==> config.mk <==
export PLATFORM = sky130hd
export DESIGN_NAME = seep_port
export DESIGN_NICKNAME = d
export VERILOG_FILES = /design/src/verilog/seep_pkg.sv /design/src/verilog/seep_sync.sv /design/src/verilog/seep_mem.sv /design/src/verilog/seep_port.sv
export SDC_FILE = /design/constraint.sdc
export NUM_CORES = 2
export LEC_CHECK = 0
export BUFFER_PORTS_ARGS = -buffer_cell sky130_fd_sc_hd__buf_2
export CORE_MARGIN = 2
export CORE_UTILIZATION = 40
export DETAILED_ROUTE_END_ITERATION = 10
export SLEW_MARGIN = 10
export SYNTH_ARGS = -nofsm -noshare
export SYNTH_HDL_FRONTEND = slang
export SYNTH_SLANG_ARGS = --single-unit
==> constraint.sdc <==
create_clock -name clk -period 5.5 [get_ports clk]
set_input_delay 1.1 -clock clk [delete_from_list [all_inputs] [get_ports clk]]
set_output_delay 1.1 -clock clk [all_outputs]
set_load 0.01 [all_outputs]
==> src/verilog/seep_pkg.sv <==
// constants and types of the serial nonvolatile memory command port
package seep_pkg;

  // ----------------------------------------------------------------
  // timing
  // ----------------------------------------------------------------
  localparam int CLK_PERIOD_NS   = 20;
  localparam int CS_LOW_NS       = 250;
  localparam int CS_LOW_CYCLES   = (CS_LOW_NS + CLK_PERIOD_NS - 1) / CLK_PERIOD_NS;
  localparam int PROG_TIME_NS    = 10000000;
  localparam int PROG_CYCLES_DEF = PROG_TIME_NS / CLK_PERIOD_NS;

  // ----------------------------------------------------------------
  // geometry and encodings
  // ----------------------------------------------------------------
  localparam int         WORDS        = 128;
  localparam logic [4:0] ADDR_LEN_X16 = 5'h07;
  localparam logic [4:0] ADDR_LEN_X8  = 5'h08;
  localparam logic [4:0] DATA_LEN_X16 = 5'h10;
  localparam logic [4:0] DATA_LEN_X8  = 5'h08;
  localparam logic [4:0] OPC_LEN      = 5'h02;
  localparam logic [1:0] OPC_EXT      = 2'h0;
  localparam logic [1:0] OPC_WRITE    = 2'h1;
  localparam logic [1:0] OPC_READ     = 2'h2;
  localparam logic [1:0] OPC_ERASE    = 2'h3;
  localparam logic [1:0] EXT_LOCK     = 2'h0;
  localparam logic [1:0] EXT_FILL     = 2'h1;
  localparam logic [1:0] EXT_CLEAR    = 2'h2;
  localparam logic [1:0] EXT_UNLOCK   = 2'h3;
  localparam logic [15:0] ERASED_WORD = 16'hFFFF;

  // ----------------------------------------------------------------
  // pin synchroniser lanes and reset values
  // ----------------------------------------------------------------
  localparam int         LANE_CS    = 0;
  localparam int         LANE_SK    = 1;
  localparam int         LANE_DI    = 2;
  localparam logic [2:0] PINS_RESET = 3'h0;

  typedef enum logic [2:0] {
    S_IDLE, S_OPC, S_ADDR, S_DATA, S_RDUMMY, S_RDATA, S_ARMED, S_HOLD
  } seep_rx_t;

endpackage

==> src/verilog/seep_sync.sv <==
// three-stage pin synchroniser with agreement filter
`timescale 1ns/10ps
module seep_sync
  import seep_pkg::*;
#(
  parameter int W = 3
) (
  input  wire logic         clk,
  input  wire logic         rst_n,
  input  wire logic [W-1:0] pins,
  output logic      [W-1:0] level
);

  typedef struct packed {
    logic [W-1:0] ff1;
    logic [W-1:0] ff2;
    logic [W-1:0] ff3;
    logic [W-1:0] stable;
  } seep_sync_t;

  seep_sync_t st_reg;
  seep_sync_t st_next;

  // a change is taken only once the second and third stages agree
  always_comb begin
    st_next        = st_reg;
    st_next.ff1    = pins;
    st_next.ff2    = st_reg.ff1;
    st_next.ff3    = st_reg.ff2;
    st_next.stable = (~(st_reg.ff2 ^ st_reg.ff3) & st_reg.ff3)
                   | ((st_reg.ff2 ^ st_reg.ff3) & st_reg.stable);
  end

  always_ff @(posedge clk) begin
    if (!rst_n) begin
      st_reg <= '0;
    end else begin
      st_reg <= st_next;
    end
  end

  assign level = st_reg.stable;

endmodule // seep_sync

==> src/verilog/seep_mem.sv <==
// word array with byte-lane writes and registered read data
`timescale 1ns/10ps
module seep_mem
  import seep_pkg::*;
#(
  parameter int DEPTH = WORDS
) (
  input  wire logic                     clk,
  input  wire logic [$clog2(DEPTH)-1:0] rd_addr,
  input  wire logic                     wr_en,
  input  wire logic [$clog2(DEPTH)-1:0] wr_addr,
  input  wire logic [1:0]               wr_be,
  input  wire logic [15:0]              wr_data,
  output logic      [15:0]              rd_data
);

  logic [15:0] mem_reg [DEPTH];
  logic [15:0] rd_data_reg;

  // contents survive reset, as a nonvolatile array should
  always_ff @(posedge clk) begin
    if (wr_en && wr_be[1]) begin
      mem_reg[wr_addr][15:8] <= wr_data[15:8];
    end
    if (wr_en && wr_be[0]) begin
      mem_reg[wr_addr][7:0] <= wr_data[7:0];
    end
    rd_data_reg <= mem_reg[rd_addr];
  end

  assign rd_data = rd_data_reg;

endmodule // seep_mem

==> src/verilog/seep_port.sv <==
// serial command port: instruction decode, streamed read, lock and self-timed programming
`timescale 1ns/10ps
module seep_port
  import seep_pkg::*;
#(
  parameter int PROG_CYCLES = PROG_CYCLES_DEF
) (
  input  wire logic clk,
  input  wire logic rst_n,
  input  wire logic select,
  input  wire logic serial_clock_in,
  input  wire logic serial_in,
  input  wire logic width_select,
  input  wire logic supply_ok,
  output logic      serial_out,
  output logic      serial_out_oe_n,
  output logic      busy,
  output logic      unlocked
);

  // ----------------------------------------------------------------
  // state
  // ----------------------------------------------------------------
  typedef struct packed {
    seep_rx_t    rx;
    logic [4:0]  bitcnt;
    logic [1:0]  opc;
    logic [7:0]  addr;
    logic [15:0] shreg;
    logic        rbit;
    logic        dout;
    logic        oe_n;
    logic        unlocked;
    logic        sk_q;
    logic        cs_q;
    logic [3:0]  cs_low;
    logic        armed;
    logic        show;
    logic        busy;
    logic        walk_on;
    logic [6:0]  walk;
    logic [31:0] timer;
    logic        p_all;
    logic        p_wide;
    logic [7:0]  p_addr;
    logic [15:0] p_data;
  } seep_port_st_t;

  seep_port_st_t st_reg;
  seep_port_st_t st_next;

  logic [2:0]  pins_s;
  logic        cs_s;
  logic        sk_s;
  logic        di_s;
  logic        sk_rise;
  logic        cs_fall;
  logic        cs_rise;
  logic [15:0] rd_data;
  logic        mem_we;
  logic [6:0]  mem_waddr;
  logic [1:0]  mem_be;
  logic [15:0] mem_wdata;
  logic [6:0]  mem_raddr;

  function automatic logic [4:0] addr_len(input logic wide);
    return wide ? ADDR_LEN_X16 : ADDR_LEN_X8;
  endfunction

  function automatic logic [4:0] data_len(input logic wide);
    return wide ? DATA_LEN_X16 : DATA_LEN_X8;
  endfunction

  function automatic logic [6:0] word_of(input logic [7:0] a, input logic wide);
    return wide ? a[6:0] : a[7:1];
  endfunction

  // ----------------------------------------------------------------
  // pins and memory
  // ----------------------------------------------------------------
  seep_sync #(.W(3)) u_sync (
    .clk   (clk),
    .rst_n (rst_n),
    .pins  ({serial_in, serial_clock_in, select}),
    .level (pins_s)
  );

  assign cs_s    = pins_s[LANE_CS];
  assign sk_s    = pins_s[LANE_SK];
  assign di_s    = pins_s[LANE_DI];
  assign sk_rise = sk_s & ~st_reg.sk_q & cs_s;
  assign cs_fall = st_reg.cs_q & ~cs_s;
  assign cs_rise = ~st_reg.cs_q & cs_s;

  assign mem_raddr = word_of(st_reg.addr, width_select);
  assign mem_we    = st_reg.walk_on;
  assign mem_waddr = st_reg.p_all ? st_reg.walk : word_of(st_reg.p_addr, st_reg.p_wide);
  assign mem_be    = (st_reg.p_all || st_reg.p_wide) ? 2'h3 : (st_reg.p_addr[0] ? 2'h1 : 2'h2);
  assign mem_wdata = st_reg.p_wide ? st_reg.p_data : {st_reg.p_data[7:0], st_reg.p_data[7:0]};

  seep_mem #(.DEPTH(WORDS)) u_mem (
    .clk     (clk),
    .rd_addr (mem_raddr),
    .wr_en   (mem_we),
    .wr_addr (mem_waddr),
    .wr_be   (mem_be),
    .wr_data (mem_wdata),
    .rd_data (rd_data)
  );

  // ----------------------------------------------------------------
  // next state
  // ----------------------------------------------------------------
  always_comb begin
    logic [7:0]  a_new;
    logic [15:0] word;
    logic [1:0]  sub;
    a_new   = {st_reg.addr[6:0], di_s};
    word    = width_select ? rd_data : {(st_reg.addr[0] ? rd_data[7:0] : rd_data[15:8]), 8'h00};
    sub     = width_select ? a_new[6:5] : a_new[7:6];
    st_next = st_reg;
    st_next.sk_q = sk_s;
    st_next.cs_q = cs_s;

    // cs low time, saturating, for the status window
    if (cs_s) begin
      st_next.cs_low = 4'h0;
    end else if (st_reg.cs_low < 4'(CS_LOW_CYCLES)) begin
      st_next.cs_low = st_reg.cs_low + 4'h1;
    end

    // self-timed engine; walks the array for the all-location operations
    if (st_reg.walk_on) begin
      st_next.walk = st_reg.walk + 7'h01;
      if (!st_reg.p_all || st_reg.walk == 7'(WORDS - 1)) begin
        st_next.walk_on = 1'b0;
      end
    end
    if (st_reg.busy) begin
      st_next.timer = st_reg.timer - 32'h1;
      if (st_reg.timer == 32'h1) begin
        st_next.busy = 1'b0;
      end
    end

    // instruction receiver; while selected nothing moves without a clock edge
    if (!cs_s) begin
      st_next.rx     = S_IDLE;
      st_next.bitcnt = 5'h00;
      if (cs_fall && st_reg.rx == S_ARMED && st_reg.unlocked && supply_ok) begin
        st_next.busy    = 1'b1;
        st_next.timer   = 32'(PROG_CYCLES);
        st_next.walk_on = 1'b1;
        st_next.walk    = 7'h00;
        st_next.armed   = 1'b1;
        st_next.show    = 1'b0;
      end
    end else if (sk_rise) begin
      unique case (st_reg.rx)
        S_IDLE: begin
          if (di_s && !st_reg.busy) begin
            st_next.rx     = S_OPC;
            st_next.bitcnt = 5'h00;
            st_next.addr   = 8'h00;
          end
        end
        S_OPC: begin
          st_next.opc    = {st_reg.opc[0], di_s};
          st_next.bitcnt = st_reg.bitcnt + 5'h01;
          if (st_reg.bitcnt == OPC_LEN - 5'h01) begin
            st_next.rx     = S_ADDR;
            st_next.bitcnt = 5'h00;
          end
        end
        S_ADDR: begin
          st_next.addr   = a_new;
          st_next.bitcnt = st_reg.bitcnt + 5'h01;
          if (st_reg.bitcnt == addr_len(width_select) - 5'h01) begin
            st_next.bitcnt = 5'h00;
            st_next.p_addr = a_new;
            st_next.p_wide = width_select;
            st_next.p_all  = 1'b0;
            st_next.p_data = ERASED_WORD;
            unique case (st_reg.opc)
              OPC_READ: begin
                st_next.rx   = S_RDUMMY;
                st_next.rbit = 1'b0;
              end
              OPC_WRITE: st_next.rx = S_DATA;
              OPC_ERASE: st_next.rx = S_ARMED;
              OPC_EXT: begin
                unique case (sub)
                  EXT_UNLOCK: begin
                    st_next.unlocked = 1'b1;
                    st_next.rx       = S_HOLD;
                  end
                  EXT_LOCK: begin
                    st_next.unlocked = 1'b0;
                    st_next.rx       = S_HOLD;
                  end
                  EXT_FILL: begin
                    st_next.p_all = 1'b1;
                    st_next.rx    = S_DATA;
                  end
                  EXT_CLEAR: begin
                    st_next.p_all = 1'b1;
                    st_next.rx    = S_ARMED;
                  end
                endcase
              end
            endcase
          end
        end
        S_DATA: begin
          st_next.p_data = {st_reg.p_data[14:0], di_s};
          st_next.bitcnt = st_reg.bitcnt + 5'h01;
          if (st_reg.bitcnt == 5'h00) begin
            st_next.p_data = {15'h0000, di_s};
          end
          if (st_reg.bitcnt == data_len(st_reg.p_wide) - 5'h01) begin
            st_next.rx = S_ARMED;
          end
        end
        S_RDUMMY, S_RDATA: begin
          st_next.rx = S_RDATA;
          if (st_reg.rx == S_RDUMMY || st_reg.bitcnt == 5'h00) begin
            st_next.rbit   = word[15];
            st_next.shreg  = {word[14:0], 1'b0};
            st_next.bitcnt = data_len(width_select) - 5'h01;
            st_next.addr   = width_select ? {1'b0, st_reg.addr[6:0] + 7'h01}
                                          : st_reg.addr + 8'h01;
          end else begin
            st_next.rbit   = st_reg.shreg[15];
            st_next.shreg  = {st_reg.shreg[14:0], 1'b0};
            st_next.bitcnt = st_reg.bitcnt - 5'h01;
          end
        end
        S_ARMED: st_next.rx = S_HOLD;
        S_HOLD:  st_next.rx = S_HOLD;
      endcase
    end

    // status display; the clearing combination wins over a rise in the same cycle
    if (cs_rise && st_reg.armed && st_reg.cs_low >= 4'(CS_LOW_CYCLES)) begin
      st_next.show = 1'b1;
    end
    if (sk_rise && di_s) begin
      st_next.show  = 1'b0;
      st_next.armed = 1'b0;
    end

    st_next.oe_n = ~(cs_s && (st_next.show || st_next.rx == S_RDUMMY
                   || st_next.rx == S_RDATA));
    st_next.dout = st_next.show ? ~st_next.busy : st_next.rbit;
  end

  always_ff @(posedge clk) begin
    if (!rst_n) begin
      st_reg      <= '0;
      st_reg.rx   <= S_IDLE;
      st_reg.oe_n <= 1'b1;
    end else begin
      st_reg <= st_next;
    end
  end

  assign serial_out      = st_reg.dout;
  assign serial_out_oe_n = st_reg.oe_n;
  assign busy            = st_reg.busy;
  assign unlocked        = st_reg.unlocked;

  // ----------------------------------------------------------------
  // checks
  // ----------------------------------------------------------------
  a_hiz_deselect: assert property (
    @(posedge clk) disable iff (!rst_n) !cs_s |=> serial_out_oe_n)
    else $error("output driven while deselected");

  a_locked_refuse: assert property (
    @(posedge clk) disable iff (!rst_n)
    (cs_fall && !st_reg.unlocked && !st_reg.busy) |=> !st_reg.busy)
    else $error("programming started while locked");

  a_supply_refuse: assert property (
    @(posedge clk) disable iff (!rst_n)
    (cs_fall && !supply_ok && !st_reg.busy) |=> !st_reg.busy)
    else $error("programming started with low supply");

  a_prog_start: assert property (
    @(posedge clk) disable iff (!rst_n)
    (cs_fall && st_reg.rx == S_ARMED && st_reg.unlocked && supply_ok)
    |=> (st_reg.busy && st_reg.walk_on))
    else $error("armed instruction did not start programming");

  a_status_level: assert property (
    @(posedge clk) disable iff (!rst_n)
    (st_reg.show && !serial_out_oe_n) |-> (serial_out == !st_reg.busy))
    else $error("status output disagrees with busy");

  a_status_clear: assert property (
    @(posedge clk) disable iff (!rst_n) (sk_rise && di_s) |=> !st_reg.show)
    else $error("status display not cleared");

  a_dummy_zero: assert property (
    @(posedge clk) disable iff (!rst_n)
    (st_reg.rx == S_RDUMMY && !serial_out_oe_n) |-> !serial_out)
    else $error("dummy bit is not zero");

  a_static_hold: assert property (
    @(posedge clk) disable iff (!rst_n)
    (st_reg.rx == S_RDATA && cs_s && !sk_rise)
    |=> ($stable(st_reg.shreg) && $stable(st_reg.addr)))
    else $error("read state moved without a clock edge");

  a_lock_at_reset: assert property (
    @(posedge clk) !rst_n |=> (!st_reg.unlocked && !st_reg.busy))
    else $error("not locked after reset");

endmodule // seep_port

Yosys cells after proc, flatten, opt, wreduce, memory -nomap -nowiden
Memories as Yosys holds them, arrays and structs flattened. A register that Yosys moved wholly into a read port is not among the register bits.
Index checks and enable logic that the tools add are counted.
{ "word_totals": {"ff_bits": 125, "mem_bits_rw": 2048, "in_bits": 7, "output_inout_bits": 4, "word_cells": 171, "memories": 1} }
{ "classes": {"addsub": 10, "magnitude_cmp": 2, "eq_ne": 23, "muxes": 54, "bitwise": 15, "n_reduce_logical": 40} }
{ "memory_table": {"columns": ["name", "depth", "width", "rd", "rd_ports_with_merged_regs", "wr", "line", "text"], "rows": [
  ["u_mem.mem_reg", 128, 16, 1, 1, 1, "seep_mem.sv:17", "logic [15:0] mem_reg [DEPTH];"]
]} }
{ "ops": {"columns": ["cell", "n"], "rows": [
  ["$mux 42", 2],
  ["$mux 16", 5],
  ["$mux 8", 9],
  ["$mux 35", 1],
  ["$eq 32x1->1 const B", 1],
  ["$mux 32", 1],
  ["$pmux 16 s2", 1],
  ["$sub 32x1->32 const B", 1],
  ["$pmux 5 s5", 1],
  ["$pmux 8 s3", 1],
  ["$mux 7", 3],
  ["$eq 3x3->1 const B", 6],
  ["$pmux 3 s6", 1],
  ["$mux 17", 1],
  ["$mux 1", 15],
  ["$mux 5", 3],
  ["$sub 5x1->5 const B", 3],
  ["$add 7x1->7 const B", 2],
  ["$pmux 3 s4", 1],
  ["$reduce_or 2->1", 6],
  ["$eq 5x5->1", 2],
  ["$logic_and 1x1->1", 10],
  ["$pmux 3 s3", 1],
  ["$reduce_and 3->1", 3],
  ["35 further kinds", 64]
]} }

Longest topological paths before layout
{ "depth": {"word_depth": 14, "depth_mapped": 13, "depth_no_buf": 9} }

Cells and area by module
From an unflattened synthesis, not the netlist that was laid out.
{ "hier_totals": {"cells_unflattened": 3978, "area_unflattened_um2": 85391.9} }
{ "by_module_without_submodules": {"columns": ["mod", "n_inst", "cells_per_inst", "area_per_inst_um2", "seq_area_each_um2"], "rows": [
  ["seep_mem", 1, 3236, 79065.8, 61819.3],
  ["seep_port", 1, 708, 5935.7, 2242.2],
  ["seep_sync", 1, 34, 390.4, 240.2]
]} }

Least setup slack after synthesis
No wires, ideal clock.
{ "synth_path": {"path_type": "register to register", "startpoint": "reg st_reg[5] (netlist name)", "endpoint": "mem u_mem.mem_reg[0][13], data pin", "setup_ns": 0.378, "arrival_time_ns": 3.149, "required_ns": 5.122, "slack_ns": 1.974, "path_stages_with_launch": 2, "n_path_buf": 0, "period_less_slack_ns": 3.526, "cell_sequence": "dfxtp_1 mux2_2"} }
{ "synth_between": {"elab_chain_len": 1} }
{ "synth_rtl": {"columns": ["element", "line", "text"], "rows": [
  ["start, declared", "seep_port.sv:49", "seep_port_st_t st_reg;"],
  ["start signal, assigned", "seep_port.sv:263", "st_reg <= st_next;"],
  ["$mux 16", "seep_port.sv:99", "assign mem_wdata = st_reg.p_wide ? st_reg.p_data : {st_reg.p_data[7:0], st_reg.p_data[7:0]};"],
  ["net mem_wdata[13]", "seep_port.sv:63", "logic [15:0] mem_wdata;"],
  ["end, declared", "seep_mem.sv:17", null]
]} }
The timed path passes the listed nets, and every way through them passes these cells.

Worst setup path after layout
{ "layout_path": {"startpoint": "reg st_reg[24] (netlist name)", "endpoint": "mem u_mem.mem_reg[70][0], enable pin"} }
{ "layout_between": {"elab_chain_len": 5, "word_cells_on_any_way": 7, "cone_classes": "mux (5); reduce/logical (2)"} }
{ "layout_rtl": {"columns": ["element", "line", "text"], "rows": [
  ["$logic_or 1x1->1", "seep_port.sv:98", "assign mem_be = (st_reg.p_all || st_reg.p_wide) ? 2'h3 : (st_reg.p_addr[0] ? 2'h1 : 2'h2);"],
  ["$mux 2", "seep_port.sv:98", null],
  ["$logic_and 1x1->1", "seep_mem.sv:25", "if (wr_en && wr_be[0]) begin"],
  ["$mux 1", "seep_mem.sv:25", null],
  ["$mux 1 (implied by the code)", "seep_mem.sv:26", "mem_reg[wr_addr][7:0] <= wr_data[7:0];"]
]} }
Several ways; a longest one is shown, not always the timed one.

==> qor.txt <==
LEAKAGE = 0.0314 µW
Initial antenna violation count = 15
Share of synthesized area occupied by flip-flops and latches = 70.0%
Max Cap Violations = 0
Io pins = 11
Largest area contributor in the synthesized netlist = sky130_fd_sc_hd__edfxtp_1
H-tree depth = 4
Number of buffers inserted for hold repair after clock tree synthesis = 0
Number of library cell types mapped by synthesis = 93
Ranking of synthesized cells by instance count = sky130_fd_sc_hd__edfxtp_1 (2048), sky130_fd_sc_hd__nor2_1 (680), sky130_fd_sc_hd__nand2_1 (516), sky130_fd_sc_hd__o22ai_1 (439), sky130_fd_sc_hd__o21ai_0 (355)
Hold violation count in the final report = 0
Worst slack on hold paths = 0.406 ns
Clock-pin slew on the worst setup and hold paths = 0.06 ns
Worst-case vdd ir drop = 0.000352 V
Netlist Area Pre-Place = 91800 µm²
Mean routed wirelength per cell = 29.9 µm
Max-slew violation count = 0
Via count = 62500
Detail Route Antenna Nets = 0
Arrival time reported for the critical path endpoint = 4.80 ns
Number of sinks on the clock net = 2188
Path type of the worst min-delay path = input pin to flip-flop
Most frequent cell after synthesis = sky130_fd_sc_hd__edfxtp_1
Headroom to the max-slew limit = 15.3%
Total Die Area = 233000 µm²
Area share of the leading cell type in the synthesized netlist = 67.0%
TritonRoute pass-1 iters = 6
Flip-flop count of the largest register after layout = 2048
Launch instance of the worst min-delay path = serial_in
Clock skew = 0.0737 ns
Startpoint-to-endpoint class of the critical path = flip-flop to flip-flop
Number of enable-type register cells in the synthesized netlist = 2048
Top cells by area, synth = sky130_fd_sc_hd__edfxtp_1 (67%), sky130_fd_sc_hd__mux2i_1 (3.2%), sky130_fd_sc_hd__dfxtp_1 (3.1%), sky130_fd_sc_hd__o22ai_1 (3.0%), sky130_fd_sc_hd__nor2_1 (2.8%)
Initial Utilization = 40.3%
Non-Filler Instances = 9889
Layout cells sized above 1 = 10.9%
Post-layout instance area = 102000 µm²
Site row count = 175
Max Clock Freq = 232 MHz
Nets = 6707
Top FF cell, synth = sky130_fd_sc_hd__edfxtp_1
Total instance count after detailed placement = 9472
Maximum fanout along the worst path = 16
Startpoint of the lowest-slack register-to-register path = st_reg[24]
Result of the run = finished clean
Routed wire length = 296000 µm
Area overhead of the layout relative to synthesis = 11.4%
Transition time of the tightest slew-check pin = 1.27 ns
Standard cell area after detailed placement = 95300 µm²
Global-route wire length before repair = 425000 µm
Gate Count Post-Synth = 6805
Grt total ovfl = 0
Data required time at the worst endpoint = 5.99 ns
First element of the critical path = st_reg[24]
Synthesized Nets = 6826
Cells resized by post-CTS repair = 0
Number of CTS-inserted buffers = 221
Buffers added on ports = 10
Number of vias per cell after detailed routing = 6.32
Via count of the first global-routing pass = 59200
Worst Slack Setup Final = 1.19 ns
Setup Buffers After CTS = 0
Weighted congestion at the end of routability-driven global placement = 0.882
Die Y = 483 µm
Areal power density over the cells = 323 nW/µm²
Launching element type of the critical path = flip-flop
Flip-flop and latch count after synthesis = 2188
Unrepaired setup endpoints after global routing = no
TritonCTS clock tree = done
Critical path endpoint category = flip-flop
Pin count of the biggest net entering global routing = 115
Root buffer cell = sky130_fd_sc_hd__clkbuf_16
DP HPWL = 176000 µm
Clock latency at the later pin of the worst-skew pair = 0.91 ns
Shortest period the worst path allows = 4.31 ns
Bufs on Longest Clock Path = 3
Worst-case register-to-register setup slack = 1.19 ns
Setup Viol. Count Final = 0
Total negative slack for setup checks = 0 ns
Aggregate global-route resource usage = 24.5%
Total core area = 228000 µm²
Share of flip-flops with an asynchronous set or reset after synthesis = 0%
Synthesized area divided by synthesized cell count = 13.5 µm²
Yosys synthesis warning count = 0
Number of DRC violations after detailed routing = 0
Detailed router's first-iteration violation count = 8751
Die outline width = 483 µm
Period Utilization, post-route = 78.4%
Setup slack at placement = 0.716 ns
[power breakdown]
part           switching, µW  internal [µW]  leakage [µW]
Clock                   6630           8150       0.00344
Sequential              10.8          17900        0.0201
Combinational            229            101       0.00784
[final timing paths]
check | endpoint | cells past startpoint
worst min register to register | u_sync.st_next[5] | 1
worst max-delay path | u_mem.mem_reg[70][0] | 5
worst min-delay path | u_sync.st_next[8] | 2
worst max register to register | u_mem.mem_reg[70][0] | 5
[kinds of logic after synthesis]
family,after synthesis,synth area share [%]
compound gates,1694,12.4
xor+xnor,34,0.324
fa+ha+maj,14,0.191
buf+inv,559,2.79
flops,2188,70.0
mux,446,5.13
simple gates,1870,9.13
[final cells by class]
type | instances | area [µm²]
Fill cell | 19800 | 126000
Sequential cell | 2188 | 64300
Multi-Input combinational cell | 4058 | 25200
Clock buffer | 282 | 5890
Tap cell | 3009 | 3760
Timing Repair Buffer | 198 | 1880
Clock inverter | 129 | 1180
Inverter | 19 | 78.8
Antenna cell | 6 | 15.0
[per-stage QoR]
| step | total power (µW) | util [%] |
|---|---|---|
| 2_1_floorplan | 18500 | - |
| 3_3_place_gp | 18600 | 41.8 |
| 3_5_place_dp | 18600 | 41.8 |
| 4_1_cts | 33100 | 44.9 |
| 5_1_grt | 33800 | 44.9 |
| 6_report | 33000 | 44.9 |
[cell usage in the layout, fill, tap and decap left out, types with 26 or more instances in the layout]
master,instances
sky130_fd_sc_hd__buf_4,153
sky130_fd_sc_hd__o22ai_1,438
sky130_fd_sc_hd__nor2_1,678
sky130_fd_sc_hd__nor3_1,247
sky130_fd_sc_hd__nand3_1,116
sky130_fd_sc_hd__o211ai_1,33
sky130_fd_sc_hd__o31ai_1,36
sky130_fd_sc_hd__clkbuf_16,221
sky130_fd_sc_hd__dfxtp_1,129
sky130_fd_sc_hd__nand2_1,497
sky130_fd_sc_hd__o21ai_0,355
sky130_fd_sc_hd__o311ai_0,26
sky130_fd_sc_hd__clkbuf_1,48
sky130_fd_sc_hd__clkinv_2,38
sky130_fd_sc_hd__nand4_1,27
sky130_fd_sc_hd__buf_12,33
sky130_fd_sc_hd__or3_1,67
sky130_fd_sc_hd__a21oi_1,165
sky130_fd_sc_hd__nor4_1,94
sky130_fd_sc_hd__clkinv_1,55
sky130_fd_sc_hd__a2bb2oi_1,106
sky130_fd_sc_hd__mux2_2,136
sky130_fd_sc_hd__a31oi_1,80
sky130_fd_sc_hd__edfxtp_1,2048
sky130_fd_sc_hd__o221ai_1,126
sky130_fd_sc_hd__mux2i_1,294
sky130_fd_sc_hd__a211oi_1,103
[routing by layer]
metal	up-vias	wire [µm]	global-route usage (%)
met3	565	31500	5.55
met2	3682	133000	37.1
li1	26500	-	-
met4	6	11800	9.73
met1	31700	120000	34.3
met5	-	126	0.306
[worst max-delay path, cell delays in order (launching register included)]
cell                      delay (ns)
sky130_fd_sc_hd__dfxtp_1        0.64
sky130_fd_sc_hd__mux2i_1        0.29
sky130_fd_sc_hd__o21ai_0        0.13
sky130_fd_sc_hd__nor2_1         0.74
sky130_fd_sc_hd__nand2_1        0.87
sky130_fd_sc_hd__nor2_1         1.20
Note: power is estimated with default switching activity, not from simulation.
